### src/pqsi_pkg.sv
// Notes on behaviour
// Receive-error flag set at 100 Mbit/s, held until register read, resets to 0.
// Select bit 0: bit 14 is sticky false-carrier flag at 100 Mbit/s, read-cleared.
// Select bit 1: bit 14 flags any change of the link-up bit.
// Remote-fault flag set on remote fault, held until read, resets to 0.
// Bit 12 sets on descrambler unlock at 100 or jabber at 10, read-cleared.
// Link-up bit shows valid link, latches low on failure until read.
// Pause bit is 1 when flow control is to be exchanged.
// Speed bit is 1 at 100 Mbit/s, 0 at 10 Mbit/s.
// Duplex bit is 1 for full duplex, 0 for half duplex.
// Select 0: interrupt high when any of bits 15..12 high or link-up low.
// Select 1: interrupt only from link-change flag; select bit writable, resets 0.
// Mask bit high blocks every interrupt; low lets select bit decide.
// Lowest autonegotiation state since last read, 3-bit encoded field.
// Highest autonegotiation state since last read, same encoding.
// Indicator pin straps are sampled at reset to preset management functions.
// Outside party keeps mode select at 00000; other codes reserved.
// Each strap is ORed with its configuration register bit; the code ORs only link strap 0 and the four TX straps.
// Only a completed register read clears history; read returns pre-clear values.
// Each strap has its own pin; station number from three link pins.
package pqsi_pkg;
  localparam logic [4:0] PQSI_QS_ADDR = 5'h1F;
  localparam int PQSI_BIT_RXERR = 15;
  localparam int PQSI_BIT_FC = 14;
  localparam int PQSI_BIT_RFLT = 13;
  localparam int PQSI_BIT_UNLK = 12;
  localparam int PQSI_BIT_LINK = 11;
  localparam int PQSI_BIT_PAUSE = 10;
  localparam int PQSI_BIT_SPEED = 9;
  localparam int PQSI_BIT_DUPLEX = 8;
  localparam int PQSI_BIT_SEL = 7;
  localparam int PQSI_BIT_MASK = 6;
  localparam int PQSI_MIN_LSB = 3;
  localparam int PQSI_MAX_LSB = 0;
  localparam logic [2:0] PQSI_AN_LOWEST = 3'h0;
  localparam logic [2:0] PQSI_AN_HIGHEST = 3'h7;
  localparam logic [4:0] PQSI_MODE_NORMAL = 5'h00;
  localparam logic [15:0] PQSI_READ_NONE = 16'h0000;
  localparam int PQSI_CLK_NS = 8;
  localparam int PQSI_STRAP_SETTLE_NS = 80;
  localparam int PQSI_STRAP_CYCLES = (PQSI_STRAP_SETTLE_NS + PQSI_CLK_NS - 1) / PQSI_CLK_NS;
  localparam logic [3:0] PQSI_STRAP_CNT = 4'(PQSI_STRAP_CYCLES);

  typedef struct packed {
    logic rx_error;
    logic false_carrier;
    logic remote_fault;
    logic unlock;
    logic jabber;
  } pqsi_events_s;

  typedef struct packed {
    logic link_valid;
    logic pause;
    logic fast_speed;
    logic full_duplex;
    logic [2:0] an_state;
  } pqsi_line_s;

  typedef struct packed {
    logic no_link_pulse;
    logic carrier_integrity;
    logic enc_dec_bypass;
    logic scram_bypass;
    logic ref_select;
  } pqsi_cfg_s;

  typedef enum logic [1:0] {
    PQSI_ST_SAMPLE = 2'b01,
    PQSI_ST_RUN = 2'b10
  } pqsi_state_e;
endpackage

### src/pqsi_quick_status.sv
`timescale 1ns/10ps
module pqsi_quick_status
  import pqsi_pkg::*;
(
  input wire logic CLK,
  input wire logic RESET_N,
  input wire logic MGMT_RD,
  input wire logic MGMT_WR,
  input wire logic [4:0] MGMT_ADDR,
  input wire logic [15:0] MGMT_WDATA,
  output logic [15:0] MGMT_RDATA,
  input wire pqsi_events_s EVENTS,
  input wire pqsi_line_s LINE,
  output logic STAT_IRQ,
  input wire logic [3:0] LINK_IND_DRIVE,
  input wire logic [3:0] TX_IND_DRIVE,
  input wire logic [3:0] LINK_IND_IN,
  output logic [3:0] LINK_IND_OUT,
  output logic [3:0] LINK_IND_OE,
  input wire logic [3:0] TX_IND_IN,
  output logic [3:0] TX_IND_OUT,
  output logic [3:0] TX_IND_OE,
  input wire pqsi_cfg_s CFG_REG,
  output pqsi_cfg_s CFG_EFFECTIVE,
  output logic [2:0] STATION_NUMBER,
  input wire logic [4:0] MODE_SEL,
  output logic MODE_RESERVED
);

  logic rd_hit;
  logic wr_hit;
  assign rd_hit = MGMT_RD && (MGMT_ADDR == PQSI_QS_ADDR);
  assign wr_hit = MGMT_WR && (MGMT_ADDR == PQSI_QS_ADDR);

  // Status flags
  logic rx_error_reg, rx_error_next;
  logic false_carrier_reg, false_carrier_next;
  logic link_change_reg, link_change_next;
  logic remote_fault_reg, remote_fault_next;
  logic unlock_reg, unlock_next;
  logic link_up_reg, link_up_next;
  logic irq_sel_reg, irq_sel_next;
  logic irq_mask_reg, irq_mask_next;
  logic [2:0] an_min_reg, an_min_next;
  logic [2:0] an_max_reg, an_max_next;
  logic irq_reg, irq_next;
  logic [15:0] rdata_reg, rdata_next;
  logic [15:0] qs_value;
  logic bit14;

  always_comb begin
    bit14 = irq_sel_reg ? link_change_reg : false_carrier_reg; // see R2
    qs_value = 16'h0000;
    qs_value[PQSI_BIT_RXERR] = rx_error_reg;
    qs_value[PQSI_BIT_FC] = bit14;
    qs_value[PQSI_BIT_RFLT] = remote_fault_reg;
    qs_value[PQSI_BIT_UNLK] = unlock_reg;
    qs_value[PQSI_BIT_LINK] = link_up_reg;
    qs_value[PQSI_BIT_PAUSE] = LINE.pause;
    qs_value[PQSI_BIT_SPEED] = LINE.fast_speed;
    qs_value[PQSI_BIT_DUPLEX] = LINE.full_duplex;
    qs_value[PQSI_BIT_SEL] = irq_sel_reg;
    qs_value[PQSI_BIT_MASK] = irq_mask_reg;
    qs_value[PQSI_MIN_LSB +: 3] = an_min_reg;
    qs_value[PQSI_MAX_LSB +: 3] = an_max_reg;
  end

  // Sticky set wins over read clear
  always_comb begin
    rx_error_next = (EVENTS.rx_error && LINE.fast_speed) || (rx_error_reg && !rd_hit); // see R1
    false_carrier_next = (EVENTS.false_carrier && LINE.fast_speed) || (false_carrier_reg && !rd_hit);
    remote_fault_next = EVENTS.remote_fault || (remote_fault_reg && !rd_hit);
    unlock_next = (EVENTS.unlock && LINE.fast_speed) || (EVENTS.jabber && !LINE.fast_speed)
                  || (unlock_reg && !rd_hit);
    link_up_next = rd_hit ? LINE.link_valid : (link_up_reg && LINE.link_valid); // see R6
    link_change_next = (link_up_next != link_up_reg) || (link_change_reg && !rd_hit);
    irq_sel_next = wr_hit ? MGMT_WDATA[PQSI_BIT_SEL] : irq_sel_reg;
    irq_mask_next = wr_hit ? MGMT_WDATA[PQSI_BIT_MASK] : irq_mask_reg;
    if (rd_hit) begin
      an_min_next = LINE.an_state; // see R13
      an_max_next = LINE.an_state;
    end else begin
      an_min_next = (LINE.an_state < an_min_reg) ? LINE.an_state : an_min_reg;
      an_max_next = (LINE.an_state > an_max_reg) ? LINE.an_state : an_max_reg;
    end
    if (irq_mask_reg) begin
      irq_next = 1'b0;
    end else if (irq_sel_reg) begin
      irq_next = link_change_reg;
    end else begin
      irq_next = rx_error_reg || false_carrier_reg || remote_fault_reg || unlock_reg || !link_up_reg;
    end
    rdata_next = rd_hit ? qs_value : PQSI_READ_NONE;
  end

  always_ff @(posedge CLK or negedge RESET_N) begin
    if (!RESET_N) begin
      rx_error_reg <= 1'b0;
      false_carrier_reg <= 1'b0;
      link_change_reg <= 1'b0;
      remote_fault_reg <= 1'b0;
      unlock_reg <= 1'b0;
      link_up_reg <= 1'b0;
      irq_sel_reg <= 1'b0;
      irq_mask_reg <= 1'b0;
      an_min_reg <= PQSI_AN_HIGHEST;
      an_max_reg <= PQSI_AN_LOWEST;
      irq_reg <= 1'b0;
      rdata_reg <= PQSI_READ_NONE;
    end else begin
      rx_error_reg <= rx_error_next;
      false_carrier_reg <= false_carrier_next;
      link_change_reg <= link_change_next;
      remote_fault_reg <= remote_fault_next;
      unlock_reg <= unlock_next;
      link_up_reg <= link_up_next;
      irq_sel_reg <= irq_sel_next;
      irq_mask_reg <= irq_mask_next;
      an_min_reg <= an_min_next;
      an_max_reg <= an_max_next;
      irq_reg <= irq_next;
      rdata_reg <= rdata_next;
    end
  end

  assign MGMT_RDATA = rdata_reg;
  assign STAT_IRQ = irq_reg;

  // Strap sampling and indicator drive
  logic [3:0] link_s1_reg, link_s2_reg;
  logic [3:0] tx_s1_reg, tx_s2_reg;
  logic [4:0] mode_s1_reg, mode_s2_reg;
  pqsi_state_e state_reg, state_next;
  logic [3:0] cnt_reg, cnt_next;
  logic [3:0] link_strap_reg, link_strap_next;
  logic [3:0] tx_strap_reg, tx_strap_next;
  logic [3:0] link_out_reg, link_out_next;
  logic [3:0] tx_out_reg, tx_out_next;
  pqsi_cfg_s cfg_reg, cfg_next;
  logic mode_res_reg, mode_res_next;

  always_comb begin
    state_next = state_reg;
    cnt_next = cnt_reg;
    link_strap_next = link_strap_reg;
    tx_strap_next = tx_strap_reg;
    case (state_reg)
      PQSI_ST_SAMPLE: begin
        if (cnt_reg == PQSI_STRAP_CNT) begin
          link_strap_next = link_s2_reg; // see R15
          tx_strap_next = tx_s2_reg; // see R15
          state_next = PQSI_ST_RUN;
        end else begin
          cnt_next = cnt_reg + 4'h1;
        end
      end
      PQSI_ST_RUN: begin
        cnt_next = cnt_reg;
      end
      default: begin
        state_next = PQSI_ST_SAMPLE;
        cnt_next = 4'h0;
      end
    endcase
    link_out_next = LINK_IND_DRIVE;
    tx_out_next = TX_IND_DRIVE;
    cfg_next.no_link_pulse = link_strap_reg[0] || CFG_REG.no_link_pulse;
    cfg_next.carrier_integrity = tx_strap_reg[3] || CFG_REG.carrier_integrity;
    cfg_next.enc_dec_bypass = tx_strap_reg[2] || CFG_REG.enc_dec_bypass;
    cfg_next.scram_bypass = tx_strap_reg[1] || CFG_REG.scram_bypass;
    cfg_next.ref_select = tx_strap_reg[0] || CFG_REG.ref_select;
    mode_res_next = (mode_s2_reg != PQSI_MODE_NORMAL);
  end

  always_ff @(posedge CLK or negedge RESET_N) begin
    if (!RESET_N) begin
      link_s1_reg <= 4'h0;
      link_s2_reg <= 4'h0;
      tx_s1_reg <= 4'h0;
      tx_s2_reg <= 4'h0;
      mode_s1_reg <= 5'h00;
      mode_s2_reg <= 5'h00;
      state_reg <= PQSI_ST_SAMPLE;
      cnt_reg <= 4'h0;
      link_strap_reg <= 4'h0;
      tx_strap_reg <= 4'h0;
      link_out_reg <= 4'h0;
      tx_out_reg <= 4'h0;
      cfg_reg <= '0;
      mode_res_reg <= 1'b0;
    end else begin
      link_s1_reg <= LINK_IND_IN;
      link_s2_reg <= link_s1_reg;
      tx_s1_reg <= TX_IND_IN;
      tx_s2_reg <= tx_s1_reg;
      mode_s1_reg <= MODE_SEL;
      mode_s2_reg <= mode_s1_reg;
      state_reg <= state_next;
      cnt_reg <= cnt_next;
      link_strap_reg <= link_strap_next;
      tx_strap_reg <= tx_strap_next;
      link_out_reg <= link_out_next;
      tx_out_reg <= tx_out_next;
      cfg_reg <= cfg_next;
      mode_res_reg <= mode_res_next;
    end
  end

  // Pins released while straps are sampled
  assign LINK_IND_OE = (state_reg == PQSI_ST_RUN) ? 4'hF : 4'h0;
  assign TX_IND_OE = (state_reg == PQSI_ST_RUN) ? 4'hF : 4'h0;
  assign LINK_IND_OUT = link_out_reg;
  assign TX_IND_OUT = tx_out_reg;
  assign STATION_NUMBER = link_strap_reg[3:1];
  assign CFG_EFFECTIVE = cfg_reg;
  assign MODE_RESERVED = mode_res_reg;

  // Checks
  rx_err_set_a: assert property (@(posedge CLK) disable iff (!RESET_N)
    EVENTS.rx_error && LINE.fast_speed |=> rx_error_reg)
    else $error("receive error flag not set");
  sticky_clear_a: assert property (@(posedge CLK) disable iff (!RESET_N)
    rd_hit && !EVENTS.remote_fault |=> !remote_fault_reg)
    else $error("remote fault not cleared by read");
  sticky_hold_a: assert property (@(posedge CLK) disable iff (!RESET_N)
    unlock_reg && !rd_hit |=> unlock_reg)
    else $error("unlock flag lost without read");
  link_latch_a: assert property (@(posedge CLK) disable iff (!RESET_N)
    !LINE.link_valid ##1 (!rd_hit)[*2] |=> !link_up_reg)
    else $error("link bit not latched low");
  link_change_a: assert property (@(posedge CLK) disable iff (!RESET_N)
    $changed(link_up_reg) |-> link_change_reg)
    else $error("link change not flagged");
  irq_mask_a: assert property (@(posedge CLK) disable iff (!RESET_N)
    irq_mask_reg |=> !STAT_IRQ)
    else $error("interrupt while masked");
  irq_link_a: assert property (@(posedge CLK) disable iff (!RESET_N)
    !irq_mask_reg && !irq_sel_reg && !link_up_reg |=> STAT_IRQ)
    else $error("no interrupt on link down");
  irq_sel1_a: assert property (@(posedge CLK) disable iff (!RESET_N)
    !irq_mask_reg && irq_sel_reg && !link_change_reg |=> !STAT_IRQ)
    else $error("interrupt without link change");
  an_min_a: assert property (@(posedge CLK) disable iff (!RESET_N)
    !rd_hit ##1 !rd_hit |-> an_min_reg <= $past(LINE.an_state))
    else $error("lowest state above a seen state");
  read_data_a: assert property (@(posedge CLK) disable iff (!RESET_N)
    rd_hit |=> MGMT_RDATA[PQSI_BIT_RXERR] == $past(rx_error_reg))
    else $error("read did not return pre-clear value");
  strap_addr_a: assert property (@(posedge CLK) disable iff (!RESET_N)
    state_reg == PQSI_ST_SAMPLE && state_next == PQSI_ST_RUN |=> STATION_NUMBER == $past(link_s2_reg[3:1]))
    else $error("station number not taken from straps");
  fc_set_a: assert property (@(posedge CLK) disable iff (!RESET_N)
    EVENTS.false_carrier && LINE.fast_speed |=> false_carrier_reg)
    else $error("false carrier flag not set");
  rx_err_gate_a: assert property (@(posedge CLK) disable iff (!RESET_N)
    !rx_error_reg && !(EVENTS.rx_error && LINE.fast_speed) |=> !rx_error_reg)
    else $error("receive error flag set without event");
  rflt_set_a: assert property (@(posedge CLK) disable iff (!RESET_N)
    EVENTS.remote_fault |=> remote_fault_reg)
    else $error("remote fault flag not set");
  unlock_set_a: assert property (@(posedge CLK) disable iff (!RESET_N)
    (EVENTS.unlock && LINE.fast_speed) || (EVENTS.jabber && !LINE.fast_speed) |=> unlock_reg)
    else $error("unlock or jabber flag not set");
  link_reload_a: assert property (@(posedge CLK) disable iff (!RESET_N)
    rd_hit |=> link_up_reg == $past(LINE.link_valid))
    else $error("link bit not refreshed by read");
  link_low_a: assert property (@(posedge CLK) disable iff (!RESET_N)
    !link_up_reg && !rd_hit |=> !link_up_reg)
    else $error("link bit rose without read");
  sel_write_a: assert property (@(posedge CLK) disable iff (!RESET_N)
    wr_hit |=> irq_sel_reg == $past(MGMT_WDATA[PQSI_BIT_SEL]))
    else $error("select bit not written");
  mask_write_a: assert property (@(posedge CLK) disable iff (!RESET_N)
    wr_hit |=> irq_mask_reg == $past(MGMT_WDATA[PQSI_BIT_MASK]))
    else $error("mask bit not written");
  irq_flag_a: assert property (@(posedge CLK) disable iff (!RESET_N)
    !irq_mask_reg && !irq_sel_reg
    && (rx_error_reg || false_carrier_reg || remote_fault_reg || unlock_reg) |=> STAT_IRQ)
    else $error("no interrupt on sticky flag");
  irq_quiet_a: assert property (@(posedge CLK) disable iff (!RESET_N)
    !irq_sel_reg && link_up_reg && !rx_error_reg && !false_carrier_reg
    && !remote_fault_reg && !unlock_reg |=> !STAT_IRQ)
    else $error("interrupt without a source");
  an_max_a: assert property (@(posedge CLK) disable iff (!RESET_N)
    !rd_hit |=> an_max_reg >= $past(LINE.an_state))
    else $error("highest state below a seen state");
  an_reload_a: assert property (@(posedge CLK) disable iff (!RESET_N)
    rd_hit |=> an_min_reg == $past(LINE.an_state) && an_max_reg == $past(LINE.an_state))
    else $error("state history not restarted by read");
  read_idle_a: assert property (@(posedge CLK) disable iff (!RESET_N)
    !rd_hit |=> MGMT_RDATA == PQSI_READ_NONE)
    else $error("read data without a read");
  oe_sample_a: assert property (@(posedge CLK) disable iff (!RESET_N)
    state_reg == PQSI_ST_SAMPLE |-> !(|LINK_IND_OE) && !(|TX_IND_OE))
    else $error("indicator pins driven while sampling");
  cfg_or_a: assert property (@(posedge CLK) disable iff (!RESET_N)
    state_reg == PQSI_ST_RUN |=> CFG_EFFECTIVE.ref_select == ($past(CFG_REG.ref_select) || tx_strap_reg[0]))
    else $error("strap not combined with register bit");

  read_clear_c: cover property (@(posedge CLK) disable iff (!RESET_N) rx_error_reg ##1 rd_hit ##1 !rx_error_reg);
  link_irq_c: cover property (@(posedge CLK) disable iff (!RESET_N) irq_sel_reg && link_change_reg ##1 STAT_IRQ);
  strap_done_c: cover property (@(posedge CLK) disable iff (!RESET_N) state_reg == PQSI_ST_RUN);
  jabber_c: cover property (@(posedge CLK) disable iff (!RESET_N) EVENTS.jabber && !LINE.fast_speed ##1 unlock_reg);
  mask_c: cover property (@(posedge CLK) disable iff (!RESET_N) irq_mask_reg && link_change_reg);

endmodule // pqsi_quick_status

### config.mk
export PLATFORM = sky130hd
export DESIGN_NAME = pqsi_quick_status
export DESIGN_NICKNAME = d
export VERILOG_FILES = /design/src/pqsi_pkg.sv /design/src/pqsi_quick_status.sv
export SDC_FILE = /design/constraint.sdc
export NUM_CORES = 1
export LEC_CHECK = 0
export ABC_AREA = 1
export BUFFER_PORTS_ARGS = -buffer_cell sky130_fd_sc_hd__buf_2
export CAP_MARGIN = 10
export CORE_ASPECT_RATIO = 0.5
export CORE_MARGIN = 2
export CORE_UTILIZATION = 55
export CTS_BUF_LIST = sky130_fd_sc_hd__clkbuf_8
export DETAILED_ROUTE_END_ITERATION = 12
export MAX_ROUTING_LAYER = met4
export PLACE_DENSITY_LB_ADDON = 0.3
export SLEW_MARGIN = 20
export SYNTH_ARGS = -nofsm -noshare
export SYNTH_HDL_FRONTEND = slang
export SYNTH_SLANG_ARGS = --single-unit
### constraint.sdc
create_clock -name CLK -period 3.3 [get_ports CLK]
set_input_delay 0.495 -clock CLK [delete_from_list [all_inputs] [get_ports CLK]]
set_output_delay 0.495 -clock CLK [all_outputs]
set_load 0.01 [all_outputs]
==> results by group <==
Global route
  • Largest net degree at the start of global routing: 86
  • GRT overflow: 0
  • GRT Resource Usage Total: 0.189
  • First-pass GRT wire length: between 8000 and 9000 µm
  • Initial antenna violation count: 0
  • Vias in the first global route: 1959

Cells and area
  • P&R area growth vs syn: 21.2%
  • # nets final: 411
  • Max reg flops: 16
  • Ratio of cells with drive above 1 in the final layout: 0.358
  • Ant. Diodes: 0

Pwr
  • Power Density: 577 nW/µm²
  • Leakage: 1.92 nW
  • Max VDD drop: 0.369 mV
  • Pwr Total: 2.08 mW

Yosys
  • Syn nets: ~320
  • Synth cell count leaders: 81 x dfrtp_1, 56 x nand2_1, 21 x nand3_1, 20 x inv_1, 19 x nor2_1
  • Combinational family with the most area after synthesis: simple AND/OR/NAND/NOR gates
  • Synthesized area per cell: 11.8 µm²
  • Syn. warnings: 0
  • Post-synthesis sequential area ratio: 0.717
  • Yosys top cell by area: dfrtp_1
  • Yosys cell types: 23
  • Top-count cell post-synth: dfrtp_1
  • Mapped Cells: 253
  • Synth Area in Adders: 0.0294
  • Ys flop type: dfrtp_1
  • Post-synthesis mux area share: 0
  • Synth Area in XOR/XNOR: 0.00589
  • Mapped cell area: roughly 3000 µm²
  • Synth top area share: 0.681
  • Asr flop ratio synth: 1.00
  • Post-synth EDFFs: 0
  • Synth Area in Compound Gates: 0.0227
  • #FFs+latches synth: 85
  • Simple-gate portion of the synthesized area: 0.168
  • Synth top area cells: dfrtp_1 68%, nand2_1 7.1%, dfstp_2 3.5%, nand3_1 3.5%, ha_1 2.9%

Clock network
  • CTS clk-pin slew, worst paths: ~80 ps
  • Hold_buf cts: 0
  • Number of buffers created by CTS: 9
  • Post-CTS setup repair buffer count: 0
  • Clock Path Buffers: 2
  • Clk sinks: 85
  • CTS tree: yes
  • Root Driver: clkbuf_8
  • Post-CTS Resized: 0
  • Worst-Skew Late Latency: 340 ps
  • CTS HTree Levels: 3

Die
  • Rows: 18
  • Die ar.: around 6000 µm²
  • Die Wd: 108 µm
  • Starting density of the core: 0.587
  • CORE AREA: between 5000 and 6000 µm²
  • I/O pins: 105
  • Die Ht: approximately 56 µm

Drt
  • Wire per inst: around 12 µm
  • Drt drc: 0
  • Drt pass-1 iters: 4
  • WL final: 4930 µm
  • DRT iter0 DRCs: 51
  • Via-to-Cell Ratio: around 4.7
  • DRT antenna net count: 0
  • DR vias: 1936

Timing
  • Worst hold slack: about 180 ps
  • Final setup margin: 1520 ps
  • Slew HR: 0.380
  • RSZ-0062 raised after global routing: false
  • Final hold violation count: 0
  • Setup Viol. Count Final: 0
  • Fmax: between 500 and 600 MHz
  • Slew @ Worst Pin: 928 ps
  • Setup tns final: 0 ps
  • Worst Skew: 6.64 ps
  • Final slew viol count: 0
  • Period utilization: 0.539
  • Min Tclk post-route: 1780 ps

Critical path
  • Crit path DAT: around 1300 ps
  • Crit Path Max Fanout: 9
  • CP Capture Type: output pin
  • CP required: 2800 ps
  • Critical path class: register to output pin
  • Startpoint Class: register

Place
  • RePlAce Congestion: slightly below 0.8
  • Setup slack at placement: 1420 ps
  • Dpl hpwl: about 3600 µm
  • I/O Buffers: 90

Worst hold path
  • HP Class: input pin to asynchronous set/reset pin

Run status
  • Outcome: complete, no violations

Run
  • Max_cap viols: 0
[per-layer routing]
layer,global-route usage,share of wire,up-vias
met4,0.0769,0.013,0
li1,-,-,957
met3,0.0585,0.051,9
met5,-,0,-
met2,0.327,0.54,51
met1,0.204,0.40,919
[cell families (layout without fill, tap and decap cells)]
group	Yosys count	after routing
and+or+nand+nor	111	111
xor gates and xnor gates	2	2
DFF	85	85
buffers and inverters	35	128
AOI/OAI and AO/OA	13	13
adders and majority gates	7	7
[path summary, 6_finish.rpt]
path                       depth (start not counted)  slack [ps]                      start                         to
hold / removal                                     1         180                    RESET_N    MGMT_RDATA[2]$_DFF_PN0_
setup reg to reg                                   7        1810  an_min_reg[2]$_DFFE_PN1P_  an_min_reg[2]$_DFFE_PN1P_
min in group CLK                                   1         250            TX_IND_DRIVE[1]    TX_IND_OUT[1]$_DFF_PN0_
hold reg to reg                                    0         350     tx_s1_reg[1]$_DFF_PN0_     tx_s2_reg[1]$_DFF_PN0_
max in group asynchronous                          1        2630                    RESET_N  LINK_IND_OUT[3]$_DFF_PN0_
setup / recovery                                   4        1520   state_reg[0]$_DFFE_PN1P_             LINK_IND_OE[1]
[report_power, final]
part / total, mW / switching, mW / internal [mW]
Clock: 0.634 / 0.359 / 0.275
Sequential: 1.17 / 0.0382 / 1.13
Combinational: 0.274 / 0.164 / 0.109
[layout by cell type, fill, tap and decap left out, types with 4 or more instances in the layout]
cell type,count
o21ai_1,5
or2_2,5
dfstp_2,4
nor2_1,19
nand3_1,21
nand2_1,56
ha_1,7
dfrtp_1,81
buf_2,89
inv_1,20
clkbuf_8,9
a21oi_1,7
[through the flow]
step                      std cells  instance area [µm²]  utilization
after floorplan                 253                 2980            -
after global placement          400                 3430        0.676
after detailed placement        400                 3430        0.676
after CTS                       416                 3600        0.711
after global routing            416                 3610        0.712
final                           416                 3610        0.712
[layout make-up]
| class | count | area (µm²) |
|---|---|---|
| Multi-Input combinational cell | 133 | 672 |
| Sequential cell | 85 | 2130 |
| Fill cell | 388 | 1460 |
| Clock buffer | 9 | 124 |
| Tap cell | 70 | 87.6 |
| Timing Repair Buffer | 90 | 457 |
| Inverter | 22 | 82.6 |
| Clock inverter | 7 | 51.3 |
[worst max-delay path, stage by stage (launching register included)]
cell     delay [ps]
dfstp_2         540
inv_2            50
nand2_2          80
inv_1           110
buf_2           160
Power figures use the tool's default switching activity.
